===== config.mk =====
export PLATFORM = sky130hd
export DESIGN_NAME = asr_receiver
export DESIGN_NICKNAME = d
export VERILOG_FILES = /design/src/hw/asr_pkg.sv /design/src/hw/asr_receiver.sv
export VERILOG_INCLUDE_DIRS = /design/src /design/src/hw
export SDC_FILE = /design/constraint.sdc
export NUM_CORES = 1
export LEC_CHECK = 0
export BUFFER_PORTS_ARGS = -buffer_cell sky130_fd_sc_hd__buf_4
export CAP_MARGIN = 10
export CORE_MARGIN = 2
export CORE_UTILIZATION = 53
export DETAILED_ROUTE_END_ITERATION = 10
export PLACE_DENSITY = 0.75
export SYNTH_ARGS = -nofsm -noshare
export SYNTH_HDL_FRONTEND = slang
export SYNTH_SLANG_ARGS = --single-unit
export TNS_END_PERCENT = 5

===== constraint.sdc =====
create_clock -name ref_clk -period 1.75 [get_ports ref_clk]
set_input_delay 0 -clock ref_clk [delete_from_list [all_inputs] [get_ports ref_clk]]
set_output_delay 0 -clock ref_clk [all_outputs]
set_load 0.03 [all_outputs]

===== src/hw/asr_defines.svh =====
// asr_defines.svh: named constants for the async serial receiver
// assumes inclusion by bare name from files under hw/
`ifndef ASR_DEFINES_SVH
`define ASR_DEFINES_SVH
`define ASR_OVERSAMPLE 5'h10
`define ASR_OS_LAST 4'hf
`define ASR_HALF_BIT 4'h7
`define ASR_VOTE_FIRST 4'hd
`define ASR_VOTE_MID 4'he
`define ASR_VOTE_LAST 4'hf
`define ASR_BITS_8 4'h8
`define ASR_BITS_9 4'h9
`define ASR_FIFO_DEPTH 2'h2
`define ASR_DIV_W 16
`endif


===== src/hw/asr_pkg.sv =====
// asr_pkg.sv: types shared by the async serial receiver
// assumes asr_defines.svh alongside
package asr_pkg;
   typedef enum logic [1:0] {
      ASR_IDLE = 2'b00,
      ASR_START = 2'b01,
      ASR_DATA = 2'b10,
      ASR_STOP = 2'b11
   } asr_state_t;

   // one received character with its framing status
   typedef struct packed {
      logic frame_err;
      logic [8:0] data;
   } asr_char_t;

   // enables and mode selects steering the receiver and its interrupt
   typedef struct packed {
      logic serial_port_enable;
      logic continuous_receive_enable;
      logic sync_mode_select;
      logic nine_bit_receive_select;
      logic address_detect_enable;
      logic receive_interrupt_enable;
      logic peripheral_interrupt_enable;
      logic global_interrupt_enable;
   } asr_ctrl_t;

   // status visible to software
   typedef struct packed {
      logic receive_pending_flag;
      logic framing_error_flag;
      logic overrun_error_flag;
      logic received_ninth_bit;
   } asr_status_t;
endpackage


===== src/hw/asr_receiver.sv =====
// asr_receiver.sv: asynchronous receive path with two-entry fifo
// assumes serial_receive_pin is synchronous to ref_clk and a 16x bit-rate tick from the baud generator
//
// Contract
// sample line at sixteen times bit rate
// completed character goes into two-deep fifo
// fifo only reachable through data register
// receive only with enables set, sync clear
// software sets pin direction as input
// software clears analog select on pin
// falling edge on idle line starts character
// confirm start low at half bit
// high start centre aborts silently, resume hunt
// sample each data bit per bit, majority
// sample stop bit one bit later
// zero stop bit marks framing error
// push character and raise pending after stop
// read returns oldest character and pops
// overrun blocks further characters until cleared
// pending high when enabled and fifo nonempty
// pending flag read-only, follows occupancy
// interrupt needs all three enables plus pending
// third character with full fifo sets overrun; here a read in the same cycle drops it without overrun
// framing flag tracks oldest, cleared by port disable
// nine-bit mode, ninth bit shown for oldest
// address detect keeps only ninth-bit-set characters
// data arrives least significant bit first
// vote over three ticks around midpoint
`include "asr_defines.svh"
`timescale 1ns/10ps
`default_nettype none
module asr_receiver
(
   input wire logic ref_clk,
   input wire logic rst_n,
   input wire logic sample_tick,
   input wire logic serial_receive_pin,
   input wire asr_pkg::asr_ctrl_t ctrl,
   input wire logic receive_data_read,
   output logic [7:0] receive_data_register,
   output asr_pkg::asr_status_t status,
   output logic receive_interrupt
);
   asr_pkg::asr_state_t state_q;
   logic [3:0] os_cnt_q;
   logic [3:0] bit_cnt_q;
   logic [8:0] receive_shift_register_q;
   logic [1:0] vote_q;
   logic line_q;
   logic push_q;
   logic push_framing_error_flag_q;
   logic overrun_q;
   asr_pkg::asr_char_t fifo_q [0:1];
   logic rd_ptr_q;
   logic wr_ptr_q;
   logic [1:0] count_q;
   logic rx_on;
   logic port_on;
   logic vote_bit;
   logic [3:0] nbits;
   logic pop;
   logic accept;
   asr_pkg::asr_char_t head;

   assign port_on = ctrl.serial_port_enable && !ctrl.sync_mode_select;
   assign rx_on = port_on && ctrl.continuous_receive_enable;
   assign nbits = ctrl.nine_bit_receive_select ? `ASR_BITS_9 : `ASR_BITS_8;
   // two of three wins
   assign vote_bit = (vote_q[0] & vote_q[1]) | (vote_q[0] & serial_receive_pin) | (vote_q[1] & serial_receive_pin);
   assign pop = receive_data_read && (count_q != 2'h0);
   assign head = fifo_q[rd_ptr_q];

   // previous line level for the falling edge detector
   always_ff @(posedge ref_clk or negedge rst_n)
   begin
      if (!rst_n)
         line_q <= 1'b1;
      else if (sample_tick)
         line_q <= serial_receive_pin;
   end

   // vote window: two ticks held here, the third is the live pin at the shift tick,
   // so all three sit in the middle of the bit and none is stale
   always_ff @(posedge ref_clk or negedge rst_n)
   begin
      if (!rst_n)
         vote_q <= 2'h3;
      else if (sample_tick && os_cnt_q >= `ASR_VOTE_FIRST && os_cnt_q <= `ASR_VOTE_MID)
         vote_q <= {serial_receive_pin, vote_q[1]};
   end

   // bit recovery sequence
   always_ff @(posedge ref_clk or negedge rst_n)
   begin
      if (!rst_n)
      begin
         state_q <= asr_pkg::ASR_IDLE;
         os_cnt_q <= 4'h0;
         bit_cnt_q <= 4'h0;
         receive_shift_register_q <= 9'h000;
         push_q <= 1'b0;
         push_framing_error_flag_q <= 1'b0;
      end
      else if (!rx_on)
      begin
         state_q <= asr_pkg::ASR_IDLE;
         push_q <= 1'b0;
      end
      else
      begin
         push_q <= 1'b0;
         if (sample_tick)
         begin
            case (state_q)
               asr_pkg::ASR_IDLE:
               begin
                  os_cnt_q <= 4'h0;
                  if (line_q && !serial_receive_pin)
                     state_q <= asr_pkg::ASR_START;
               end
               asr_pkg::ASR_START:
               begin
                  os_cnt_q <= os_cnt_q + 4'h1;
                  if (os_cnt_q == `ASR_HALF_BIT)
                  begin
                     os_cnt_q <= 4'h0;
                     bit_cnt_q <= 4'h0;
                     if (serial_receive_pin)
                        state_q <= asr_pkg::ASR_IDLE;
                     else
                        state_q <= asr_pkg::ASR_DATA;
                  end
               end
               asr_pkg::ASR_DATA:
               begin
                  os_cnt_q <= os_cnt_q + 4'h1;
                  if (os_cnt_q == `ASR_OS_LAST)
                  begin
                     // lsb first: shift in at the top, right-justify for 8-bit below
                     receive_shift_register_q <= {vote_bit, receive_shift_register_q[8:1]};
                     bit_cnt_q <= bit_cnt_q + 4'h1;
                     if (bit_cnt_q + 4'h1 == nbits)
                        state_q <= asr_pkg::ASR_STOP;
                  end
               end
               asr_pkg::ASR_STOP:
               begin
                  os_cnt_q <= os_cnt_q + 4'h1;
                  if (os_cnt_q == `ASR_OS_LAST)
                  begin
                     push_q <= 1'b1;
                     push_framing_error_flag_q <= !vote_bit;
                     state_q <= asr_pkg::ASR_IDLE;
                  end
               end
               default:
                  state_q <= asr_pkg::ASR_IDLE;
            endcase
         end
      end
   end

   // address detection in nine-bit mode drops characters without the ninth bit; overrun stalls the fifo
   assign accept = push_q && !overrun_q && (count_q != `ASR_FIFO_DEPTH) &&
                   !(ctrl.nine_bit_receive_select && ctrl.address_detect_enable &&
                     !receive_shift_register_q[8]);

   // overrun: a same-cycle clear wins over set, since the rx-off branch is checked first
   always_ff @(posedge ref_clk or negedge rst_n)
   begin
      if (!rst_n)
         overrun_q <= 1'b0;
      else if (!rx_on)
         overrun_q <= 1'b0;
      else if (push_q && count_q == `ASR_FIFO_DEPTH && !pop &&
               !(ctrl.nine_bit_receive_select && ctrl.address_detect_enable && !receive_shift_register_q[8]))
         overrun_q <= 1'b1;
   end

   // fifo storage, one generate lane per entry
   genvar gi;
   generate
      for (gi = 0; gi < `ASR_FIFO_DEPTH; gi++)
      begin : g_entry
         always_ff @(posedge ref_clk or negedge rst_n)
         begin
            if (!rst_n)
               fifo_q[gi] <= '0;
            else if (!ctrl.serial_port_enable)
               fifo_q[gi] <= '0;
            else if (accept && wr_ptr_q == 1'(gi))
            begin
               fifo_q[gi].frame_err <= push_framing_error_flag_q;
               fifo_q[gi].data <= ctrl.nine_bit_receive_select ? receive_shift_register_q
                                  : {1'b0, receive_shift_register_q[8:1]};
            end
         end
      end
   endgenerate

   // pointers and occupancy; a pop in the same cycle does not free room for the push
   always_ff @(posedge ref_clk or negedge rst_n)
   begin
      if (!rst_n)
      begin
         rd_ptr_q <= 1'b0;
         wr_ptr_q <= 1'b0;
         count_q <= 2'h0;
      end
      else if (!ctrl.serial_port_enable)
      begin
         rd_ptr_q <= 1'b0;
         wr_ptr_q <= 1'b0;
         count_q <= 2'h0;
      end
      else
      begin
         if (pop)
            rd_ptr_q <= ~rd_ptr_q;
         if (accept)
            wr_ptr_q <= ~wr_ptr_q;
         count_q <= count_q + {1'b0, accept} - {1'b0, pop};
      end
   end

   // data output registered; the only other paths out of the fifo are the ninth bit and framing flag in status
   always_ff @(posedge ref_clk or negedge rst_n)
   begin
      if (!rst_n)
         receive_data_register <= 8'h00;
      else
         receive_data_register <= head.data[7:0];
   end

   assign status.receive_pending_flag = rx_on && (count_q != 2'h0);
   assign status.framing_error_flag = (count_q != 2'h0) && head.frame_err;
   assign status.received_ninth_bit = (count_q != 2'h0) && head.data[8];
   assign status.overrun_error_flag = overrun_q;
   assign receive_interrupt = status.receive_pending_flag && ctrl.receive_interrupt_enable &&
                              ctrl.peripheral_interrupt_enable && ctrl.global_interrupt_enable;

   fifo_bound_a: assert property (@(posedge ref_clk) disable iff (!rst_n)
      count_q <= `ASR_FIFO_DEPTH)
      else $error("fifo count above depth");

   tick_hold_a: assert property (@(posedge ref_clk) disable iff (!rst_n)
      !sample_tick
      |=> $stable(os_cnt_q) && $stable(bit_cnt_q) && $stable(receive_shift_register_q))
      else $error("line logic moved without a tick");

   edge_start_a: assert property (@(posedge ref_clk) disable iff (!rst_n)
      (rx_on && sample_tick && state_q == asr_pkg::ASR_IDLE && line_q && !serial_receive_pin)
      |=> state_q == asr_pkg::ASR_START)
      else $error("falling edge did not start a character");

   start_confirm_a: assert property (@(posedge ref_clk) disable iff (!rst_n)
      (rx_on && sample_tick && state_q == asr_pkg::ASR_START && os_cnt_q == `ASR_HALF_BIT &&
       !serial_receive_pin)
      |=> state_q == asr_pkg::ASR_DATA)
      else $error("low start centre not accepted");

   start_abort_a: assert property (@(posedge ref_clk) disable iff (!rst_n)
      (rx_on && sample_tick && state_q == asr_pkg::ASR_START && os_cnt_q == `ASR_HALF_BIT && serial_receive_pin)
      |=> state_q == asr_pkg::ASR_IDLE && !push_q)
      else $error("high start centre not aborted");

   vote_centre_a: assert property (@(posedge ref_clk) disable iff (!rst_n)
      (sample_tick && os_cnt_q == `ASR_VOTE_FIRST)
      |=> vote_q[1] == $past(serial_receive_pin))
      else $error("vote sample not taken near bit centre");

   shift_in_a: assert property (@(posedge ref_clk) disable iff (!rst_n)
      (rx_on && sample_tick && state_q == asr_pkg::ASR_DATA && os_cnt_q == `ASR_OS_LAST)
      |=> receive_shift_register_q[8] == $past(vote_bit))
      else $error("voted bit not shifted in");

   stop_frame_a: assert property (@(posedge ref_clk) disable iff (!rst_n)
      (rx_on && sample_tick && state_q == asr_pkg::ASR_STOP && os_cnt_q == `ASR_OS_LAST)
      |=> push_q && (push_framing_error_flag_q != $past(vote_bit)))
      else $error("stop bit framing status wrong");

   pending_track_a: assert property (@(posedge ref_clk) disable iff (!rst_n)
      status.receive_pending_flag == (rx_on && count_q != 2'h0))
      else $error("pending flag mismatch");

   push_raise_a: assert property (@(posedge ref_clk) disable iff (!rst_n)
      (accept && rx_on) |=> status.receive_pending_flag)
      else $error("push did not raise pending");

   pend_drop_a: assert property (@(posedge ref_clk) disable iff (!rst_n)
      (count_q == 2'h1 && pop && !accept && ctrl.serial_port_enable)
      |=> !status.receive_pending_flag)
      else $error("pending stayed after last read");

   overrun_set_a: assert property (@(posedge ref_clk) disable iff (!rst_n)
      (rx_on && push_q && count_q == `ASR_FIFO_DEPTH && !pop && !ctrl.address_detect_enable)
      |=> overrun_q || !rx_on)
      else $error("overrun not flagged");

   overrun_clear_a: assert property (@(posedge ref_clk) disable iff (!rst_n)
      !rx_on |=> !overrun_q)
      else $error("overrun kept while receiver off");

   overrun_block_a: assert property (@(posedge ref_clk) disable iff (!rst_n)
      overrun_q |-> !accept)
      else $error("character accepted during overrun");

   overrun_hold_a: assert property (@(posedge ref_clk) disable iff (!rst_n)
      (overrun_q && rx_on) |=> overrun_q)
      else $error("overrun dropped while enabled");

   irq_gate_a: assert property (@(posedge ref_clk) disable iff (!rst_n)
      receive_interrupt |-> ctrl.global_interrupt_enable && ctrl.peripheral_interrupt_enable &&
      ctrl.receive_interrupt_enable && status.receive_pending_flag)
      else $error("ungated interrupt");

   irq_when_a: assert property (@(posedge ref_clk) disable iff (!rst_n)
      (ctrl.global_interrupt_enable && ctrl.peripheral_interrupt_enable &&
       ctrl.receive_interrupt_enable && status.receive_pending_flag) |-> receive_interrupt)
      else $error("enabled interrupt missing");

   pop_count_a: assert property (@(posedge ref_clk) disable iff (!rst_n)
      (pop && !accept && ctrl.serial_port_enable) |=> count_q == $past(count_q) - 2'h1)
      else $error("read did not pop");

   fifo_clear_a: assert property (@(posedge ref_clk) disable iff (!rst_n)
      !ctrl.serial_port_enable |=> count_q == 2'h0 && !status.framing_error_flag)
      else $error("port disable left fifo or framing flag");

   ninth_zero_a: assert property (@(posedge ref_clk) disable iff (!rst_n)
      (accept && !ctrl.nine_bit_receive_select && count_q == 2'h0)
      |=> !status.received_ninth_bit)
      else $error("ninth bit shown in eight-bit mode");

   addr_drop_a: assert property (@(posedge ref_clk) disable iff (!rst_n)
      (push_q && ctrl.nine_bit_receive_select && ctrl.address_detect_enable && !receive_shift_register_q[8])
      |-> !accept)
      else $error("non-address character stored");

   addr_keep_a: assert property (@(posedge ref_clk) disable iff (!rst_n)
      (push_q && rx_on && !overrun_q && count_q == 2'h0 && ctrl.nine_bit_receive_select &&
       ctrl.address_detect_enable && receive_shift_register_q[8])
      |=> status.receive_pending_flag || !rx_on)
      else $error("address character not stored");

   disabled_idle_a: assert property (@(posedge ref_clk) disable iff (!rst_n)
      !rx_on |=> state_q == asr_pkg::ASR_IDLE)
      else $error("receiver ran while disabled");

   char_rx_c: cover property (@(posedge ref_clk) disable iff (!rst_n) accept);
   framing_error_flag_c: cover property (@(posedge ref_clk) disable iff (!rst_n) accept && push_framing_error_flag_q);
   overrun_c: cover property (@(posedge ref_clk) disable iff (!rst_n) $rose(overrun_q));
   abort_c: cover property (@(posedge ref_clk) disable iff (!rst_n)
      state_q == asr_pkg::ASR_START ##1 state_q == asr_pkg::ASR_IDLE);
   nine_c: cover property (@(posedge ref_clk) disable iff (!rst_n) accept && ctrl.nine_bit_receive_select);
endmodule // asr_receiver
`default_nettype wire


==> impl_metrics.prom, run 1 <==
# TYPE chip_impl_metric gauge
chip_impl_metric{name="place_ws",unit="ns"} 0.0526
chip_impl_metric{name="critical_path.max_fanout",unit=""} 3
chip_impl_metric{name="grt_pass1_vias",unit=""} 1887
chip_impl_metric{name="totalNegativeSetupSlack",unit="ns"} 0
chip_impl_info{name="cp-start-kind",value="flop"} 1
chip_impl_metric{name="postPlaceCellArea",unit="µm²"} 3130
chip_impl_metric{name="finalSetupViolations",unit=""} 0
chip_impl_metric{name="clk_latency",unit="ns"} 0.33
chip_impl_metric{name="portBuffers",unit=""} 25
chip_impl_metric{name="wirelength",unit="µm"} 5440
chip_impl_info{name="grt_setup_unrepaired",value="yes"} 1
chip_impl_info{name="worstSetupEndpointType",value="flop"} 1
chip_impl_info{name="hold_path_end",value="wr_ptr_q"} 1
chip_impl_metric{name="mappedNetlistNets",unit=""} 267
chip_impl_info{name="synth_top_cell_by_area",value="dfrtp_1"} 1
chip_impl_metric{name="final_instance_area",unit="µm²"} 3520
chip_impl_metric{name="min_period_over_period",unit="%"} 98.8
chip_impl_metric{name="drive_above_1_share",unit="%"} 33.8
chip_impl_metric{name="last_weighted_congestion_value_of_the_routability_driven_placer",unit=""} 0.784
chip_impl_info{name="regToRegEndpoint",value="count_q[1]"} 1
chip_impl_metric{name="ioPinCount",unit=""} 26
chip_impl_metric{name="first_iter_violations",unit=""} 120
chip_impl_metric{name="post_drt_via_cell_ratio",unit=""} 5.41
chip_impl_metric{name="worstPathBufferInverterCount",unit=""} 1
chip_impl_metric{name="final.min_clock_period",unit="ns"} 1.73
chip_impl_metric{name="worst-slew-pin-transition",unit="ns"} 0.697
chip_impl_info{name="crit_chain",value="nand2b_4 > o2111ai_4 > ha_4 > inv_4 > ha_4 > xnor2_2 > xnor2_1 > and2_1"} 1
chip_impl_metric{name="antenna_violating_nets_post_route",unit=""} 0
chip_impl_metric{name="fp.dieH",unit="µm"} 76.7
chip_impl_metric{name="routedWlPerCell",unit="µm"} 14.9
chip_impl_metric{name="area_growth",unit="%"} 25.7
chip_impl_info{name="synth_top_flop_cell",value="dfrtp_1"} 1
chip_impl_metric{name="power.ir.vdd_worst",unit="mV"} 0.607
chip_impl_metric{name="setup_slack_on_the_worst_flop_to_flop_path",unit="ns"} 0.02
chip_impl_info{name="run_status",value="finished clean"} 1
chip_impl_metric{name="static-leakage-power",unit="nW"} 1.84
chip_impl_metric{name="synth_edf_count",unit=""} 0
chip_impl_metric{name="worstPathArrival",unit="ns"} 1.95
chip_impl_metric{name="timing.critical_path.required",unit="ns"} 1.97
chip_impl_metric{name="yosysSeqAreaShare",unit="%"} 51.1
chip_impl_metric{name="global_route_wire_length_before_repair",unit="µm"} 9230
chip_impl_info{name="yosysMostFrequentCell",value="dfrtp_1"} 1
chip_impl_metric{name="worst_slew_margin_rel",unit="%"} 53.6
chip_impl_metric{name="routed-via-count",unit=""} 1980
chip_impl_metric{name="cts.htree.levels",unit=""} 3
chip_impl_metric{name="synth_seq_cells",unit=""} 57
chip_impl_metric{name="count_of_antenna_diodes_in_the_layout",unit=""} 0
chip_impl_info{name="critPathSlowestCell",value="dfrtp_1"} 1
chip_impl_info{name="cell_types_with_the_highest_counts_after_synthesis",value="dfrtp_1 (54), nand2_1 (26), mux2_2 (19), o211a_1 (16), mux2i_1 (13)"} 1
chip_impl_metric{name="clockBufferDepth",unit=""} 2
chip_impl_metric{name="numCtsBuffers",unit=""} 9
chip_impl_metric{name="design.die.area",unit="µm²"} 5880
chip_impl_metric{name="power_density",unit="nW/µm²"} 927
chip_impl_metric{name="min_path_cells",unit=""} 2
chip_impl_metric{name="design.final.nets",unit=""} 316
chip_impl_metric{name="post_synth_inst_count",unit=""} 242
chip_impl_metric{name="global_route.overflow_total",unit=""} 0
chip_impl_metric{name="n_fill_cell",unit=""} 370
chip_impl_info{name="hold_path_startpoint",value="ctrl[7]"} 1
chip_impl_metric{name="rows",unit=""} 26
chip_impl_metric{name="antenna_found_initial",unit=""} 0
chip_impl_metric{name="post_synth_instance_area",unit="µm²"} 2800
chip_impl_info{name="hold_crit_path_type",value="in -> reg"} 1
chip_impl_metric{name="crit_path_max_incr_delay",unit="ns"} 0.39
chip_impl_info{name="clock_tree.root_cell",value="clkbuf_8"} 1
chip_impl_metric{name="grt_start_max_net_pins",unit=""} 58
chip_impl_metric{name="dp.final_hpwl",unit="µm"} 3560
chip_impl_metric{name="max_slew_vio_count",unit=""} 0
chip_impl_metric{name="grt_util_all_layers",unit="%"} 20.3
chip_impl_metric{name="max_cap_violations",unit=""} 0
chip_impl_metric{name="synth-async-reset-ratio",unit="%"} 100
chip_impl_metric{name="finalClockSkew",unit="ns"} 0.00830
chip_impl_metric{name="drcViolationCount",unit=""} 0
chip_impl_metric{name="start_util",unit="%"} 54.8
chip_impl_metric{name="worst_slack",unit="ns"} 0.0218
chip_impl_metric{name="synthesis.yosys.warnings",unit=""} 0
chip_impl_metric{name="drt_pre_antenna_iters",unit=""} 4
chip_impl_metric{name="timing.reg2reg.worst_path_depth",unit=""} 8
chip_impl_metric{name="die_width",unit="µm"} 76.7
chip_impl_info{name="cts_tree",value="yes"} 1
chip_impl_metric{name="worst_setup_hold_path_clk_slew",unit="ns"} 0.06
chip_impl_info{name="netlist_top_cells_area",value="dfrtp_1 (48%), mux2_2 (7.6%), o211a_1 (5.7%)"} 1
chip_impl_info{name="crit_type",value="reg -> reg"} 1
chip_impl_metric{name="hold_viol",unit=""} 0
chip_impl_metric{name="fmax",unit="MHz"} 579
chip_impl_metric{name="fp.coreArea",unit="µm²"} 5110
chip_impl_metric{name="cts.sinks",unit=""} 57
chip_impl_info{name="path_common_cell",value="ha_4"} 1
chip_impl_metric{name="yosysTopAreaCellShare",unit="%"} 48.3
chip_impl_metric{name="final-instance-count-excl-fill",unit=""} 366
chip_impl_info{name="worst_r2r_startpoint",value="count_q[0]"} 1
chip_impl_metric{name="yosys.cell_types.count",unit=""} 43
chip_impl_metric{name="synth_area_per_cell",unit="µm²"} 11.6
chip_impl_info{name="cpLargestDelayFamily",value="adder cells"} 1
chip_impl_metric{name="placed_cells",unit=""} 342
final cells by class:
class,instances,area (µm²),area share [%]
clock buffers,10,138,3.91
clock inverters,6,105,2.99
inverters,12,47.5,1.35
multi-input cells,164,1340,38.1
flip-flops and latches,57,1430,40.7
well taps,70,87.6,2.49
repair buffers,47,365,10.4
stage by stage:
| stage | hold slack [ns] | total power, mW | utilization, % |
|---|---|---|---|
| final | 0.0440 | 3.26 | 68.8 |
| after floorplan | -0.296 | 1.56 | - |
| after global routing | 0.0407 | 3.39 | 68.8 |
| after detailed placement | 0.0942 | 1.68 | 61.3 |
| after CTS | 0.0344 | 3.22 | 67.5 |
| after global placement | 0.0958 | 1.67 | 61.3 |
routing by layer:
metal  track usage (%)  part of all wire, %  routed length, µm  up-vias
met4              12.2                  2.6                142        0
met5                 0                    0                  0        -
met3              4.35                  4.2                229       16
met1              26.7                   45               2460      966
met2              31.0                   48               2610       43
li1                  -                    -                  -      955
how the worst max path moves through the flow:
| stage | endpoint | from | cells after the start | slack, ns |
|---|---|---|---|---|
| 2_1_floorplan | state_q[1] | state_q[0] | 7 | 0.02 |
| 3_3_place_gp | state_q[1] | state_q[0] | 6 | 0.08 |
| 3_5_place_dp | count_q[1] | count_q[1] | 8 | 0.05 |
| 4_1_cts | count_q[1] | count_q[0] | 8 | 0.004 |
| 5_1_grt | count_q[1] | count_q[1] | 8 | -0.05 |
| 6_report | count_q[1] | count_q[0] | 8 | 0.02 |
placed cells by master, fill, tap and decap left out, types with 2 or more instances in the layout:
master and n:
nor2b_1 3, a21oi_1 5, dlygate4sd3_1 5, inv_1 10, clkinv_2 3, a21o_1 2
a22o_1 2, and2_1 5, nand2_1 26, nor3_1 4, nor2_2 4, dfstp_2 3
o211a_1 16, bufinv_16 3, ha_4 2, buf_4 42, a21boi_0 2, nand3_1 7
ha_1 10, xnor2_1 2, clkbuf_8 10, dfrtp_1 52, xor2_1 3, mux2_2 19
nor2_1 7, mux2i_1 13, dfrtp_2 2, o21ai_0 10
sequential cells by signal, indices dropped and copies added (netlist names):
name	count
push_framing_error_flag_q	1
receive_data_register	8
os_cnt_q	4
count_q	2
overrun_q	1
vote_q	2
bit_cnt_q	4
line_q	1
rd_ptr_q	1
receive_shift_register_q	9
fifo_q	20
wr_ptr_q	1
state_q	2
push_q	1
cells by family after synthesis:
group	after synthesis	synth area share, %
simple gates	67	12.1
flops	57	51.1
fa+ha+maj	13	5.72
xor+xnor	6	1.88
buf+inv	21	3.22
mux	33	12.8
compound gates	45	13.1
timing repair:
| item | CTS | global route |
|---|---|---|
| hold buffers | 5 | 0 |
| hold endpoints to repair | 57 | 0 |
| pin swaps | 0 | 5 |
| setup buffers | 1 | 2 |
| gates resized for setup | 2 | 13 |
| setup endpoints to repair | 1 | 4 |
| gates cloned | 0 | 0 |
power by group:
part	switching, mW	internal, mW	leakage (nW)
Sequential	0.0598	1.35	0.777
Combinational	0.173	0.190	0.934
Clock	0.512	0.976	0.126
Power figures use the tool's default switching activity.
==> inputs of run 2 (changes only) <==
--- a/config.mk
+++ b/config.mk
@@ -12,2 +12,3 @@
 export CORE_UTILIZATION = 53
+export CTS_BUF_LIST = sky130_fd_sc_hd__clkbuf_16
 export DETAILED_ROUTE_END_ITERATION = 10
==> constraint.sdc (replaced) <==
create_clock -name ref_clk -period 1.75 [get_ports ref_clk]
set_input_delay 0.175 -clock ref_clk [delete_from_list [all_inputs] [get_ports ref_clk]]
set_output_delay 0.175 -clock ref_clk [all_outputs]
set_load 0.03 [all_outputs]
==> run 2 against run 1 <==
Against the previous run: critical path depth unchanged; register-to-register slack improved by 0.03 ns; power decreased by 2.4%; largest cell class unchanged.
==> impl_metrics.prom, run 2 (synthesis results as in run 1) <==
# TYPE chip_impl_metric gauge
chip_impl_info{name="top_register",value="fifo_q"} 1
chip_impl_info{name="crit_type",value="reg -> reg"} 1
chip_impl_info{name="hold_crit_path_type",value="in -> reg"} 1
chip_impl_metric{name="n_fill_cell",unit=""} 403
chip_impl_info{name="cp-start-kind",value="flop"} 1
chip_impl_info{name="timing.critical_path.from",value="count_q[0]"} 1
chip_impl_metric{name="smallest_hold_slack",unit="ns"} 0.0592
chip_impl_metric{name="placed_cells",unit=""} 343
chip_impl_metric{name="finalSetupViolations",unit=""} 0
chip_impl_metric{name="antenna_violating_nets_post_route",unit=""} 0
chip_impl_metric{name="power.ir.vdd_worst",unit="mV"} 0.494
chip_impl_metric{name="worst_slack",unit="ns"} 0.0506
chip_impl_metric{name="finalClockSkew",unit="ns"} 0.00661
chip_impl_metric{name="antenna_found_initial",unit=""} 0
chip_impl_metric{name="dp.final_hpwl",unit="µm"} 3570
chip_impl_metric{name="comb_power_share",unit="%"} 9.8
chip_impl_metric{name="power_density",unit="nW/µm²"} 919
chip_impl_metric{name="fmax",unit="MHz"} 588
chip_impl_metric{name="die_width",unit="µm"} 76.7
chip_impl_metric{name="share_clk_of_total_power",unit="%"} 45.9
chip_impl_metric{name="timing.reg2reg.worst_path_depth",unit=""} 8
chip_impl_metric{name="last_weighted_congestion_value_of_the_routability_driven_placer",unit=""} 0.775
chip_impl_metric{name="portBuffers",unit=""} 25
chip_impl_info{name="worstSetupEndpointType",value="flop"} 1
chip_impl_metric{name="wirelength",unit="µm"} 5510
chip_impl_metric{name="seq_power_share",unit="%"} 44.4
chip_impl_metric{name="clk_latency",unit="ns"} 0.32
chip_impl_metric{name="multiInputGateArea",unit="µm²"} 1320
chip_impl_metric{name="grt_pass1_vias",unit=""} 1927
chip_impl_metric{name="post_drt_via_cell_ratio",unit=""} 5.43
chip_impl_info{name="cts_tree",value="yes"} 1
chip_impl_metric{name="fp.dieH",unit="µm"} 76.7
chip_impl_info{name="run_status",value="finished clean"} 1
chip_impl_info{name="layout.cells.most_common_list",value="dfrtp_1 (53), buf_4 (42), nand2_1 (26)"} 1
chip_impl_metric{name="postLayoutCoreUtil",unit="%"} 67.7
chip_impl_metric{name="drt_pre_antenna_iters",unit=""} 4
chip_impl_metric{name="internal_power",unit="mW"} 2.44
chip_impl_metric{name="cts.htree.levels",unit=""} 3
chip_impl_metric{name="max_slew_vio_count",unit=""} 0
chip_impl_metric{name="fp.coreArea",unit="µm²"} 5110
chip_impl_metric{name="routed-via-count",unit=""} 1956
chip_impl_metric{name="ioPinCount",unit=""} 26
chip_impl_metric{name="timing.critical_path.required",unit="ns"} 1.96
chip_impl_metric{name="rows",unit=""} 26
chip_impl_metric{name="switching_power",unit="mW"} 0.745
chip_impl_metric{name="final.min_clock_period",unit="ns"} 1.70
chip_impl_metric{name="start_util",unit="%"} 54.8
chip_impl_metric{name="cts.sinks",unit=""} 57
chip_impl_metric{name="largest_register_ff_count",unit=""} 20
chip_impl_metric{name="switching_share",unit="%"} 23.4
chip_impl_metric{name="static-leakage-power",unit="nW"} 1.81
chip_impl_metric{name="drive_above_1_share",unit="%"} 32.1
chip_impl_metric{name="design.final.nets",unit=""} 312
chip_impl_metric{name="min_period_over_period",unit="%"} 97.1
chip_impl_metric{name="place_ws",unit="ns"} 0.0528
chip_impl_metric{name="worstPathArrival",unit="ns"} 1.91
chip_impl_metric{name="numCtsBuffers",unit=""} 9
chip_impl_info{name="critPathSlowestCell",value="dfrtp_1"} 1
chip_impl_metric{name="global_route.overflow_total",unit=""} 0
chip_impl_metric{name="critical_path.max_fanout",unit=""} 3
chip_impl_metric{name="min_path_cells",unit=""} 2
chip_impl_info{name="hold_path_end",value="line_q"} 1
chip_impl_info{name="crit_chain",value="nand2b_4 > o2111ai_4 > ha_1 > inv_1 > ha_2 > xnor2_2 > xnor2_1 > and2_1"} 1
chip_impl_metric{name="design.die.area",unit="µm²"} 5880
chip_impl_metric{name="worst_slew_margin_rel",unit="%"} 52.9
chip_impl_metric{name="clockBufferDepth",unit=""} 2
chip_impl_metric{name="final-instance-count-excl-fill",unit=""} 360
chip_impl_metric{name="worst-slew-pin-transition",unit="ns"} 0.707
chip_impl_metric{name="first_iter_violations",unit=""} 111
chip_impl_metric{name="count_of_antenna_diodes_in_the_layout",unit=""} 0
chip_impl_metric{name="routedWlPerCell",unit="µm"} 15.3
chip_impl_info{name="worst_r2r_startpoint",value="count_q[0]"} 1
chip_impl_metric{name="area_growth",unit="%"} 23.7
chip_impl_metric{name="global_route_wire_length_before_repair",unit="µm"} 9110
chip_impl_metric{name="grt_util_all_layers",unit="%"} 20.1
chip_impl_metric{name="max_cap_violations",unit=""} 0
chip_impl_info{name="grt_setup_unrepaired",value="yes"} 1
chip_impl_metric{name="crit_path_max_incr_delay",unit="ns"} 0.40
chip_impl_metric{name="worst_setup_hold_path_clk_slew",unit="ns"} 0.05
chip_impl_info{name="regToRegEndpoint",value="count_q[1]"} 1
chip_impl_metric{name="grt_start_max_net_pins",unit=""} 58
chip_impl_info{name="cpLargestDelayFamily",value="adder cells"} 1
chip_impl_info{name="clock_tree.root_cell",value="clkbuf_16"} 1
chip_impl_info{name="reg_top3",value="fifo_q (20), receive_shift_register_q (9), receive_data_register (8)"} 1
chip_impl_metric{name="worstPathBufferInverterCount",unit=""} 1
chip_impl_info{name="layout_commonest_cell",value="dfrtp_1"} 1
chip_impl_metric{name="total_power",unit="mW"} 3.18
chip_impl_metric{name="hold_viol",unit=""} 0
chip_impl_info{name="hold_path_startpoint",value="sample_tick"} 1
chip_impl_metric{name="area.sequential",unit="µm²"} 1430
chip_impl_metric{name="setup_slack_on_the_worst_flop_to_flop_path",unit="ns"} 0.05
chip_impl_metric{name="drcViolationCount",unit=""} 0
==> run 2: how the worst max path moves through the flow <==
stage | endpoint | slack, ns | cells past startpoint
floorplan | state_q[1] | 0.02 | 7
global placement | state_q[1] | 0.11 | 5
detailed placement | state_q[1] | 0.05 | 5
CTS | state_q[1] | 0.05 | 5
global route | count_q[1] | -0.02 | 8
finish | count_q[1] | 0.05 | 8
==> run 2: metal layers <==
| layer | up-vias | track usage, % | wire, µm |
|---|---|---|---|
| met3 | 11 | 7.65 | 203 |
| met1 | 972 | 24.4 | 2480 |
| met5 | - | 0 | 0 |
| li1 | 939 | - | - |
| met4 | 0 | 7.64 | 97 |
| met2 | 34 | 32.5 | 2730 |
==> run 2: final cells by class <==
type,count,area share (%)
well taps,70,2.53
repair buffers,43,9.40
multi-input cells,164,38.2
inverters,12,1.30
flip-flops and latches,57,41.4
clock buffers,9,6.51
clock inverters,5,0.723
==> run 2: power by group through the flow <==
| stage | Clock [mW] | Sequential (mW) | Combinational, mW |
|---|---|---|---|
| 6_report | 1.46 | 1.41 | 0.311 |
| 5_1_grt | 1.57 | 1.41 | 0.339 |
| 4_1_cts | 1.49 | 1.40 | 0.252 |
| 3_5_place_dp | 0 | 1.42 | 0.249 |
| 3_3_place_gp | 0 | 1.42 | 0.251 |
| 2_1_floorplan | 0 | 1.39 | 0.172 |
==> run 2: per-stage QoR <==
stage	instance area [µm²]	setup TNS, ns
6_report	3460	0
5_1_grt	3460	-0.0213
4_1_cts	3400	0
3_5_place_dp	3140	0
3_3_place_gp	3140	0
2_1_floorplan	2800	0
==> run 2: repair_timing <==
item                                    in CTS  in global routing
hold buffers                                 1                  0
endpoints found under the hold margin       54                  0
gates resized for setup                      0                 10
endpoints found under the setup margin       0                  4
buffers inserted                             0                  2
